$ cat src/losdc_defs.vh
`ifndef LOSDC_DEFS_VH
`define LOSDC_DEFS_VH
`define LOSDC_R_W        14
`define LOSDC_A_W        5
`define LOSDC_B_W        13
`define LOSDC_P          4'h8
`define LOSDC_HR_W       4
`define LOSDC_BAND_W     6
`define LOSDC_AMP_W      3
`define LOSDC_ABL_W      3
`define LOSDC_BAND_CYC   3'h5
`define LOSDC_REG_REF    2'h0
`define LOSDC_REG_FB     2'h1
`define LOSDC_REG_CTL    2'h2
`define LOSDC_REG_TEST   2'h3
`endif

$ cat src/losdc_top.v
`include "losdc_defs.vh"

module losdc_top #(
    parameter R_W    = `LOSDC_R_W,
    parameter A_W    = `LOSDC_A_W,
    parameter B_W    = `LOSDC_B_W,
    parameter HR_W   = `LOSDC_HR_W,
    parameter BAND_W = `LOSDC_BAND_W,
    parameter AMP_W  = `LOSDC_AMP_W,
    parameter ABL_W  = `LOSDC_ABL_W
) (
    input  wire              clock,        // master clock
    input  wire              rst_n,        // synchronous reset, active low
    input  wire              wr_en,        // register write strobe
    input  wire [1:0]        wr_addr,      // register select 0..3
    input  wire [23:0]       wr_data,      // register write data
    input  wire              vco_clk,      // oscillator output, sampled
    input  wire              cal_fast,     // comparator: oscillator above target
    input  wire              amp_ok,       // comparator: amplitude sufficient
    output reg               ref_pulse,    // reference divider output pulse
    output reg               fb_pulse,     // feedback divider output pulse
    output reg               modulus_q,    // 1 = prescaler divide by P+1
    output reg               pfd_up,       // charge pump up
    output reg               pfd_dn,       // charge pump down
    output reg               tune_hold,    // tuning tied to internal reference
    output reg  [BAND_W-1:0] band_q,       // selected oscillator band
    output reg  [AMP_W-1:0]  amp_q,        // selected oscillator amplitude
    output reg  [HR_W-1:0]   hr_sel_q,     // half-rate divider half-steps above 2
    output reg               lo_i,         // in-phase output
    output reg               lo_q,         // quadrature output
    output reg               cal_busy      // autocalibration running
);

    // ****************************************************************
    // register storage
    // ****************************************************************
    reg [R_W-1:0]   r_div_q;
    reg [A_W-1:0]   a_val_q;
    reg [B_W-1:0]   b_val_q;
    reg [ABL_W-1:0] abl_q;
    reg             cal_start;

    always @(posedge clock) begin
        cal_start <= 1'b0;
        if (!rst_n) begin
            r_div_q <= {{(R_W-1){1'b0}}, 1'b1};
            a_val_q <= {A_W{1'b0}};
            b_val_q <= {{(B_W-2){1'b0}}, 2'h3};
            abl_q   <= {ABL_W{1'b0}};
        end else if (wr_en) begin
            case (wr_addr)
                `LOSDC_REG_REF: r_div_q <= wr_data[R_W-1:0];
                `LOSDC_REG_FB: begin
                    a_val_q <= wr_data[A_W-1:0];
                    b_val_q <= wr_data[A_W+B_W-1:A_W];
                end
                `LOSDC_REG_CTL: abl_q <= wr_data[ABL_W-1:0];
                default: cal_start <= 1'b1;
            endcase
        end
    end

    // ****************************************************************
    // reference divider
    // ****************************************************************
    reg [R_W-1:0] r_cnt_q;
    always @(posedge clock) begin
        if (!rst_n) begin
            r_cnt_q   <= {R_W{1'b0}};
            ref_pulse <= 1'b0;
        end else if (r_cnt_q + {{(R_W-1){1'b0}}, 1'b1} >= r_div_q) begin
            r_cnt_q   <= {R_W{1'b0}};
            ref_pulse <= 1'b1;
        end else begin
            r_cnt_q   <= r_cnt_q + {{(R_W-1){1'b0}}, 1'b1};
            ref_pulse <= 1'b0;
        end
    end

    // ****************************************************************
    // half-rate divider on sampled oscillator edges
    // ****************************************************************
    reg             vco_d_q;
    wire            vco_edge = vco_clk & ~vco_d_q;
    reg [HR_W+1:0]  hr_acc_q;
    reg             hr_pulse;
    wire [HR_W+1:0] hr_half = {2'h0, hr_sel_q} + 6'h4;   // ratio in half-edges
    always @(posedge clock) begin
        if (!rst_n) begin
            vco_d_q  <= 1'b0;
            hr_acc_q <= {(HR_W+2){1'b0}};
            hr_pulse <= 1'b0;
        end else begin
            vco_d_q  <= vco_clk;
            hr_pulse <= 1'b0;
            if (vco_edge) begin
                if (hr_acc_q + 6'h2 >= hr_half) begin
                    hr_acc_q <= hr_acc_q + 6'h2 - hr_half;
                    hr_pulse <= 1'b1;
                end else begin
                    hr_acc_q <= hr_acc_q + 6'h2;
                end
            end
        end
    end

    // ****************************************************************
    // quadrature divide by four
    // ****************************************************************
    reg [1:0] quad_q;
    // gray count for I and Q
    always @(posedge clock) begin
        if (!rst_n) begin
            // start one step early so the first output moves one phase only
            quad_q <= 2'h3;
            lo_i   <= 1'b0;
            lo_q   <= 1'b0;
        end else if (hr_pulse) begin
            quad_q <= quad_q + 2'h1;
            lo_i   <= (quad_q == 2'h0) | (quad_q == 2'h3);
            lo_q   <= (quad_q == 2'h0) | (quad_q == 2'h1);
        end
    end

    // ****************************************************************
    // dual-modulus prescaler and feedback counters
    // ****************************************************************
    reg [3:0]     pre_cnt_q;
    reg [A_W-1:0] a_cnt_q;
    reg [B_W-1:0] b_cnt_q;
    wire [3:0]    pre_top = modulus_q ? `LOSDC_P : (`LOSDC_P - 4'h1);
    always @(posedge clock) begin
        if (!rst_n) begin
            pre_cnt_q <= 4'h0;
            a_cnt_q   <= {A_W{1'b0}};
            b_cnt_q   <= {B_W{1'b0}};
            modulus_q <= 1'b0;
            fb_pulse  <= 1'b0;
        end else begin
            fb_pulse <= 1'b0;
            if (vco_edge) begin
                if (pre_cnt_q >= pre_top) begin
                    pre_cnt_q <= 4'h0;
                    if (b_cnt_q + {{(B_W-1){1'b0}}, 1'b1} >= b_val_q) begin
                        b_cnt_q   <= {B_W{1'b0}};
                        a_cnt_q   <= {A_W{1'b0}};
                        modulus_q <= (a_val_q != {A_W{1'b0}});
                        fb_pulse  <= 1'b1;
                    end else begin
                        b_cnt_q <= b_cnt_q + {{(B_W-1){1'b0}}, 1'b1};
                        if (modulus_q) begin
                            a_cnt_q <= a_cnt_q + {{(A_W-1){1'b0}}, 1'b1};
                            if (a_cnt_q + {{(A_W-1){1'b0}}, 1'b1} >= a_val_q)
                                modulus_q <= 1'b0;
                        end
                    end
                end else begin
                    pre_cnt_q <= pre_cnt_q + 4'h1;
                end
            end
        end
    end

    // ****************************************************************
    // phase-frequency detector with anti-backlash
    // ****************************************************************
    reg [ABL_W:0] abl_cnt_q;
    always @(posedge clock) begin
        if (!rst_n) begin
            pfd_up    <= 1'b0;
            pfd_dn    <= 1'b0;
            abl_cnt_q <= {(ABL_W+1){1'b0}};
        end else if (tune_hold) begin
            pfd_up    <= 1'b0;
            pfd_dn    <= 1'b0;
            abl_cnt_q <= {(ABL_W+1){1'b0}};
        end else if (pfd_up & pfd_dn) begin
            if (abl_cnt_q >= {1'b0, abl_q}) begin
                pfd_up    <= 1'b0;
                pfd_dn    <= 1'b0;
                abl_cnt_q <= {(ABL_W+1){1'b0}};
            end else begin
                abl_cnt_q <= abl_cnt_q + {{ABL_W{1'b0}}, 1'b1};
            end
        end else begin
            pfd_up <= pfd_up | ref_pulse;
            pfd_dn <= pfd_dn | fb_pulse;
        end
    end

    // ****************************************************************
    // autocalibration sequencer
    // ****************************************************************
    localparam ST_IDLE = 4'h1;
    localparam ST_BAND = 4'h2;
    localparam ST_AMP  = 4'h4;
    localparam ST_DIV  = 4'h8;
    reg [3:0]        st_q;
    reg [2:0]        pfd_cyc_q;
    reg [BAND_W-1:0] bit_q;

    always @(posedge clock) begin
        if (!rst_n) begin
            st_q      <= ST_IDLE;
            pfd_cyc_q <= 3'h0;
            bit_q     <= {BAND_W{1'b0}};
            tune_hold <= 1'b0;
            cal_busy  <= 1'b0;
            band_q    <= {1'b1, {(BAND_W-1){1'b0}}};
            amp_q     <= {AMP_W{1'b0}};
            hr_sel_q  <= {HR_W{1'b0}};
        end else if (cal_start) begin
            st_q      <= ST_BAND;
            tune_hold <= 1'b1;
            cal_busy  <= 1'b1;
            pfd_cyc_q <= 3'h0;
            bit_q     <= {1'b1, {(BAND_W-1){1'b0}}};
            band_q    <= {1'b1, {(BAND_W-1){1'b0}}};
        end else begin
            case (st_q)
                ST_IDLE: cal_busy <= 1'b0;
                ST_BAND: if (ref_pulse) begin
                    if (cal_fast)
                        band_q <= (band_q & ~bit_q) | (bit_q >> 1);
                    else
                        band_q <= band_q | (bit_q >> 1);
                    bit_q     <= bit_q >> 1;
                    pfd_cyc_q <= pfd_cyc_q + 3'h1;
                    if (pfd_cyc_q == `LOSDC_BAND_CYC - 3'h1) begin
                        tune_hold <= 1'b0;
                        amp_q     <= {AMP_W{1'b0}};
                        st_q      <= ST_AMP;
                    end
                end
                ST_AMP: begin
                    if (amp_ok || amp_q == {AMP_W{1'b1}})
                        st_q <= ST_DIV;
                    else
                        amp_q <= amp_q + {{(AMP_W-1){1'b0}}, 1'b1};
                end
                ST_DIV: begin
                    hr_sel_q <= band_q[BAND_W-1:BAND_W-HR_W] % 4'hD;
                    st_q     <= ST_IDLE;
                end
                default: st_q <= ST_IDLE;
            endcase
        end
    end

endmodule // losdc_top

$ cat config.mk
export PLATFORM = sky130hd
export DESIGN_NAME = losdc_top
export DESIGN_NICKNAME = d
export VERILOG_FILES = /design/src/losdc_top.v
export VERILOG_INCLUDE_DIRS = /design/src /design/src/src
export SDC_FILE = /design/constraint.sdc
export NUM_CORES = 1
export LEC_CHECK = 0
export BUFFER_PORTS_ARGS = -buffer_cell sky130_fd_sc_hd__buf_4
export CORE_ASPECT_RATIO = 1.2
export CORE_UTILIZATION = 55
export CTS_CLUSTER_SIZE = 24
export DETAILED_ROUTE_END_ITERATION = 8
export PLACE_DENSITY = 0.74
export SYNTH_ARGS = -nofsm -noshare
export SYNTH_HDL_FRONTEND = slang
export SYNTH_SLANG_ARGS = --single-unit
$ cat constraint.sdc
create_clock -name clock -period 3.5 [get_ports clock]
set_clock_uncertainty 0.1 [all_clocks]
set_input_delay 0.7 -clock clock [delete_from_list [all_inputs] [get_ports clock]]
set_output_delay 0.7 -clock clock [all_outputs]
set_load 0.05 [all_outputs]
[Word-level counts from Yosys, hierarchy flattened]
Index checks and enable logic that the tools add are counted.
Cells by class
  multiply operators: 0
  mux-type cells: 36
  magnitude comparators: 6
  add/subtract/negate cells: 11
  shift-type cells: 0
  equal/unequal tests: 19
  bitwise operators: 14
  reductions and logical operators: 29
  div/mod/pow operators: 1
Operators by type and width (number)
  $mux 6: 5
  $mux 4: 6
  $reduce_and 2->1: 9
  $mux 1: 16
  $add 14x1->14 const B: 1
  $ge 14x14->1: 1
  $add 13x1->13 const B: 1
  $ge 13x13->1: 1
  $mux 13: 1
  $or 6x5->6: 2
  $pmux 4 s3: 1
  $reduce_bool 2->1: 6
  $mux 5: 2
  $ne 2x2->1 const B: 5
  $mux 3: 3
  $ne 3x3->1 const B: 3
  $reduce_and 3->1: 3
  $add 4x1->4 const B: 2
  $reduce_and 4->1: 2
  $add 3x1->3 const B: 2
  $add 6x2->6 const B: 1
  $and 6x6->6: 1
  $eq 3x3->1 const B: 2
  $ge 6x5->1: 1
  other kinds (27): 39
Storage, ports and cells
  latch bits: 0
  RAM bits: 0
  register bits: 121
  input port bits: 32
  memories kept: 0
  memory bits (read-only): 0

[Depth between registers and ports, before layout]
  depth after elaboration: 5
  depth in mapped cells: 13
  mapped depth without buffers: 12

[Worst setup path after synthesis]
Ideal clock, no wire load.
  path type: flip-flop to flip-flop
  from: reg b_cnt_q[0]
  to: reg b_cnt_q[7]
  setup slack: 0.645 ns
  arrival: 2.681 ns
  path buffers: 0
  required time: 3.326 ns
  setup time: 0.074 ns
  clock period less this slack: 2.855 ns
  stages on the path, launching flop included: 13
  cells stage by stage: dfxtp_1 ha_1 nand3_1 nor2_4 nand3_1 xnor2_1 ha_1 a41oi_2 o21ai_1 a21o_1 a21o_1 or4_1 a31oi_1
Between the ends
  cells in the longest elaborated chain, start to end: 3
Ends and longest elaborated chain
  start, declared: RTL line losdc_top.v:130  | reg [B_W-1:0] b_cnt_q;
  start signal, assigned: RTL line losdc_top.v:136  | b_cnt_q <= {B_W{1'b0}};
  start signal, assigned: RTL line losdc_top.v:145  | b_cnt_q <= {B_W{1'b0}};
  start signal, assigned: RTL line losdc_top.v:150  | b_cnt_q <= b_cnt_q + {{(B_W-1){1'b0}}, 1'b1};
  $add 13x1->13 (*): RTL line losdc_top.v:144, losdc_top.v:150
  $ge 13x13->1: RTL line losdc_top.v:144  | if (b_cnt_q + {{(B_W-1){1'b0}}, 1'b1} >= b_val_q) begin
  $mux 13 (*): RTL line losdc_top.v:144
Mark *: on every way between the ends. The rest lies on a longest branch, timed or not.
A chain may end at the register's enable or synchronous reset.

[Final worst setup path]
Ends and elaborated chain as after synthesis.

==> summary.md <==
| Metric | Value |
|---|---|
| Multi-input logic area | `3590 sq um` |
| Switching pwr | `1.08 mW` |
| Internal power | `2.61 mW` |
| Crit Path Max Fanout | `6` |
| Gr ovfl total | `0` |
| CTS tree | `built` |
| # Post-CTS Setup Buffers | `0` |
| Fin area | `7350 sq um` |
| FF+latch area | `2420 sq um` |
| Vias in the first global route | `5404` |
| Maximum root-to-sink buffer count | `2` |
| Final net count | `904` |
| I/O pin cnt | `54` |
| Clock power frac | `41.2%` |
| Synth Flop Type | `dfxtp_1` |
| Delay-heaviest family, CP | `simple AND/OR/NAND/NOR gates` |
| Flop pwr share | `41.2%` |
| Die Ht | `120 microns` |
| Hold Path Class | `flop to flop` |
| Combinational share of power | `17.6%` |
| Layout fillers | `940` |
| Final Hold Viols | `0` |
| F_max | `0.307 GHz` |
| Clock root cell | `clkbuf_16` |
| Tmin final | `3.26 ns` |
| Critical Path End Type | `flop` |
| Post-synthesis sequential area ratio | `37.9%` |
| Post-DP HPWL | `10100 microns` |
| H-tree depth | `4` |
| Placement Rows | `42` |
| Ant. Diodes | `0` |
| DRC | `0` |
| DR iter-0 viols | `256` |
| WL/cell | `14.2 microns` |
| Core Box Area | `11200 sq um` |
| Final wirelength | `13900 microns` |
| Critical path required time | `3.74 ns` |
| Clock-pin slew on the worst setup and hold paths | `0.06 ns` |
| Leak Pwr | `3.09 nW` |
| Die area | `12100 sq um` |
| RePlAce Congestion | `0.810` |
| Async SR Flop Fraction | `0%` |
| Area delta synth->final | `14.9%` |
| Layout cells sized above 1 | `12.2%` |
| CP cell instances | `ha_1 -> nand3_1 -> nor2_4 -> nand3_1 -> xnor2_1 -> ha_1 -> a41oi_2 -> o21ai_1 -> a21o_1 -> a21o_1 -> or4_1 -> a31oi_1` |
| GRT Resource Usage Total | `24.4%` |
| Setup violations, final | `0` |
| Synth warnings | `0` |
| Switching Fraction | `29.4%` |
| Synthesized cell area | `6400 sq um` |
| Worst VDD drop | `0.413 mV` |
| Final worst-path cycle share | `93.1%` |
| Max_cap viols | `0` |
| Post-Syn Instances | `770` |
| Placed Area | `6830 sq um` |
| Unique masters post-synth | `67` |
| Pins Over Slew Limit | `0` |
| Detailed-route via count | `5485` |
| Hold slack | `0.358 ns` |
| Worst rel slew slack | `48.6%` |
| Arrival @ worst endpoint | `3.49 ns` |
| Critical path's slowest cell | `dfxtp_1` |
| CTS Buf Count | `17` |
| Clock latency on the worst-skew pair | `0.41 ns` |
| Mean cell area of the mapped netlist | `8.31 sq um` |
| Final core utilization | `65.7%` |
| EDFF count, synth | `0` |
| Status | `finished clean` |
| Critical path class | `flop to flop` |
| Post-DR vias/cell | `5.60` |
| RSZ-0062 raised after global routing | `no` |
| PortBufs | `47` |
| Pre-CTS setup slack | `0.282 ns` |
| Initial antenna violation count | `0` |
| Mapped Nets | `862` |
| CP peak stage delay | `0.42 ns` |
| Clock Sinks | `121` |
| Power Density | `502 nW/um^2` |
| First-pass GRT wire length | `23500 microns` |
| Starting Density | `57.2%` |
| Detail Route Antenna Nets | `0` |
| Die width | `100 microns` |
| Yosys reg bits | `121` |
| Setup TNS | `0 ns` |
| Actual slew at the worst max-slew pin | `0.770 ns` |
| Worst Path Buf+Inv | `0` |
| Hold_buf cts | `0` |
| Setup crit start kind | `flop` |
| DR pass1 iterations | `4` |
| Post-CTS Resized | `0` |
| Slack of the critical path | `0.243 ns` |
| Largest net degree at the start of global routing | `53` |
-- flip-flops by register name, indices dropped and copies added (netlist names), 4 cells and up --
| name | cells |
|---|---|
| b_cnt_q | 13 |
| hr_acc_q | 6 |
| hr_sel_q | 4 |
| a_val_q | 5 |
| band_q | 6 |
| a_cnt_q | 5 |
| pre_cnt_q | 4 |
| r_cnt_q | 14 |
| b_val_q | 13 |
| st_q | 4 |
| bit_q | 6 |
| r_div_q | 14 |
| abl_cnt_q | 4 |
-- synthesized netlist by cell type (3+ instances only) --
library cell	count	area, sq um
nor2_4	3	33.8
buf_2	5	25.0
a21o_1	10	75.1
inv_1	54	203
clkbuf_1	19	71.3
nand2b_1	11	68.8
a21oi_1	79	395
nor3_1	14	70.1
xor2_1	16	140
and4_1	3	26.3
and3_1	16	100
a21boi_0	5	37.5
a211oi_1	6	45.0
o21a_1	6	45.0
ha_1	59	738
buf_4	3	22.5
nand4_1	13	81.3
and2_1	4	25.0
mux2i_1	5	50.1
o22ai_1	3	18.8
nand3b_1	5	37.5
nand2_1	125	469
o21ai_0	19	95.1
dfxtp_1	121	2420
a211o_1	3	26.3
xnor2_1	23	201
nor2_1	42	158
nor2b_1	6	37.5
nand3_1	45	225
-- layout by cell type (no fill, tap or decap), drive strengths merged, types with 3 or more instances in the layout --
| cell type | count |
|---|---|
| a21boi | 5 |
| and4 | 3 |
| a21oi | 80 |
| o21a | 6 |
| o21ai | 21 |
| a21o | 10 |
| mux2i | 5 |
| a211oi | 7 |
| nor2 | 46 |
| nand4 | 13 |
| nand2b | 11 |
| clkbuf | 21 |
| nand3b | 5 |
| a211o | 3 |
| nor3 | 15 |
| and3 | 16 |
| ha | 59 |
| buf | 56 |
| and2 | 4 |
| clkinv | 9 |
| nand3 | 47 |
| clkinvlp | 3 |
| dfxtp | 121 |
| nor4b | 3 |
| xor2 | 16 |
| nand2 | 126 |
| nor2b | 6 |
| inv | 53 |
| xnor2 | 23 |
| o22ai | 3 |
-- cell type report --
| type | count | share of cell area (%) |
|---|---|---|
| clock inverter | 11 | 1.06 |
| sequential | 121 | 33.0 |
| clock buffer | 21 | 5.99 |
| timing repair buffer | 56 | 5.72 |
| inverter | 54 | 2.76 |
| multi-input combinational | 562 | 48.9 |
| tap | 154 | 2.62 |
-- worst min-delay path, cell delays in order, from the launching register on --
cell	delay, ns
dfxtp_1	0.31
nand2_1	0.05
a21oi_1	0.05
-- logic make-up (layout without fill, tap and decap cells) --
| family | after synthesis | after routing | synth area share [%] |
|---|---|---|---|
| AO/OA/AOI/OAI | 154 | 154 | 15.0 |
| XOR/XNOR | 39 | 39 | 5.34 |
| adder cells (fa/ha/maj) | 60 | 60 | 11.9 |
| buffers and inverters | 87 | 142 | 5.95 |
| flip-flops | 121 | 121 | 37.9 |
| multiplexers | 5 | 5 | 0.782 |
| AND/OR/NAND/NOR | 304 | 304 | 23.2 |
-- power groups by stage --
| stage | combinational [mW] | clock (mW) | sequential [mW] |
|---|---|---|---|
| floorplan | 0.453 | 0 | 1.57 |
| global placement | 0.610 | 0 | 1.54 |
| detailed placement | 0.639 | 0 | 1.55 |
| CTS | 0.644 | 1.54 | 1.52 |
| global route | 0.724 | 1.60 | 1.53 |
| finish | 0.648 | 1.52 | 1.52 |
-- worst paths after layout --
kind | from | end | slack, ns | cells past startpoint
worst min register to register | r_div_q[8] | r_div_q[8] | 0.36 | 2
worst min-delay path | r_div_q[8] | r_div_q[8] | 0.36 | 2
worst max register to register | b_cnt_q[0] | b_cnt_q[7] | 0.24 | 12
worst max-delay path | b_cnt_q[0] | b_cnt_q[7] | 0.24 | 12
-- per-layer routing --
metal | vias up | global-route usage, % | share of wire (%)
li1 | 2752 | - | -
met5 | - | 0 | 0
met2 | 122 | 43.4 | 51
met3 | 19 | 6.29 | 4.2
met1 | 2592 | 28.0 | 44
met4 | 0 | 8.42 | 1.3
-- metrics by stage --
step / cells / power [mW]
after floorplan: 770 / 2.02
after global placement: 947 / 2.15
after detailed placement: 947 / 2.18
after CTS: 979 / 3.70
after global routing: 979 / 3.85
final: 979 / 3.69
Power figures use the tool's default switching activity.
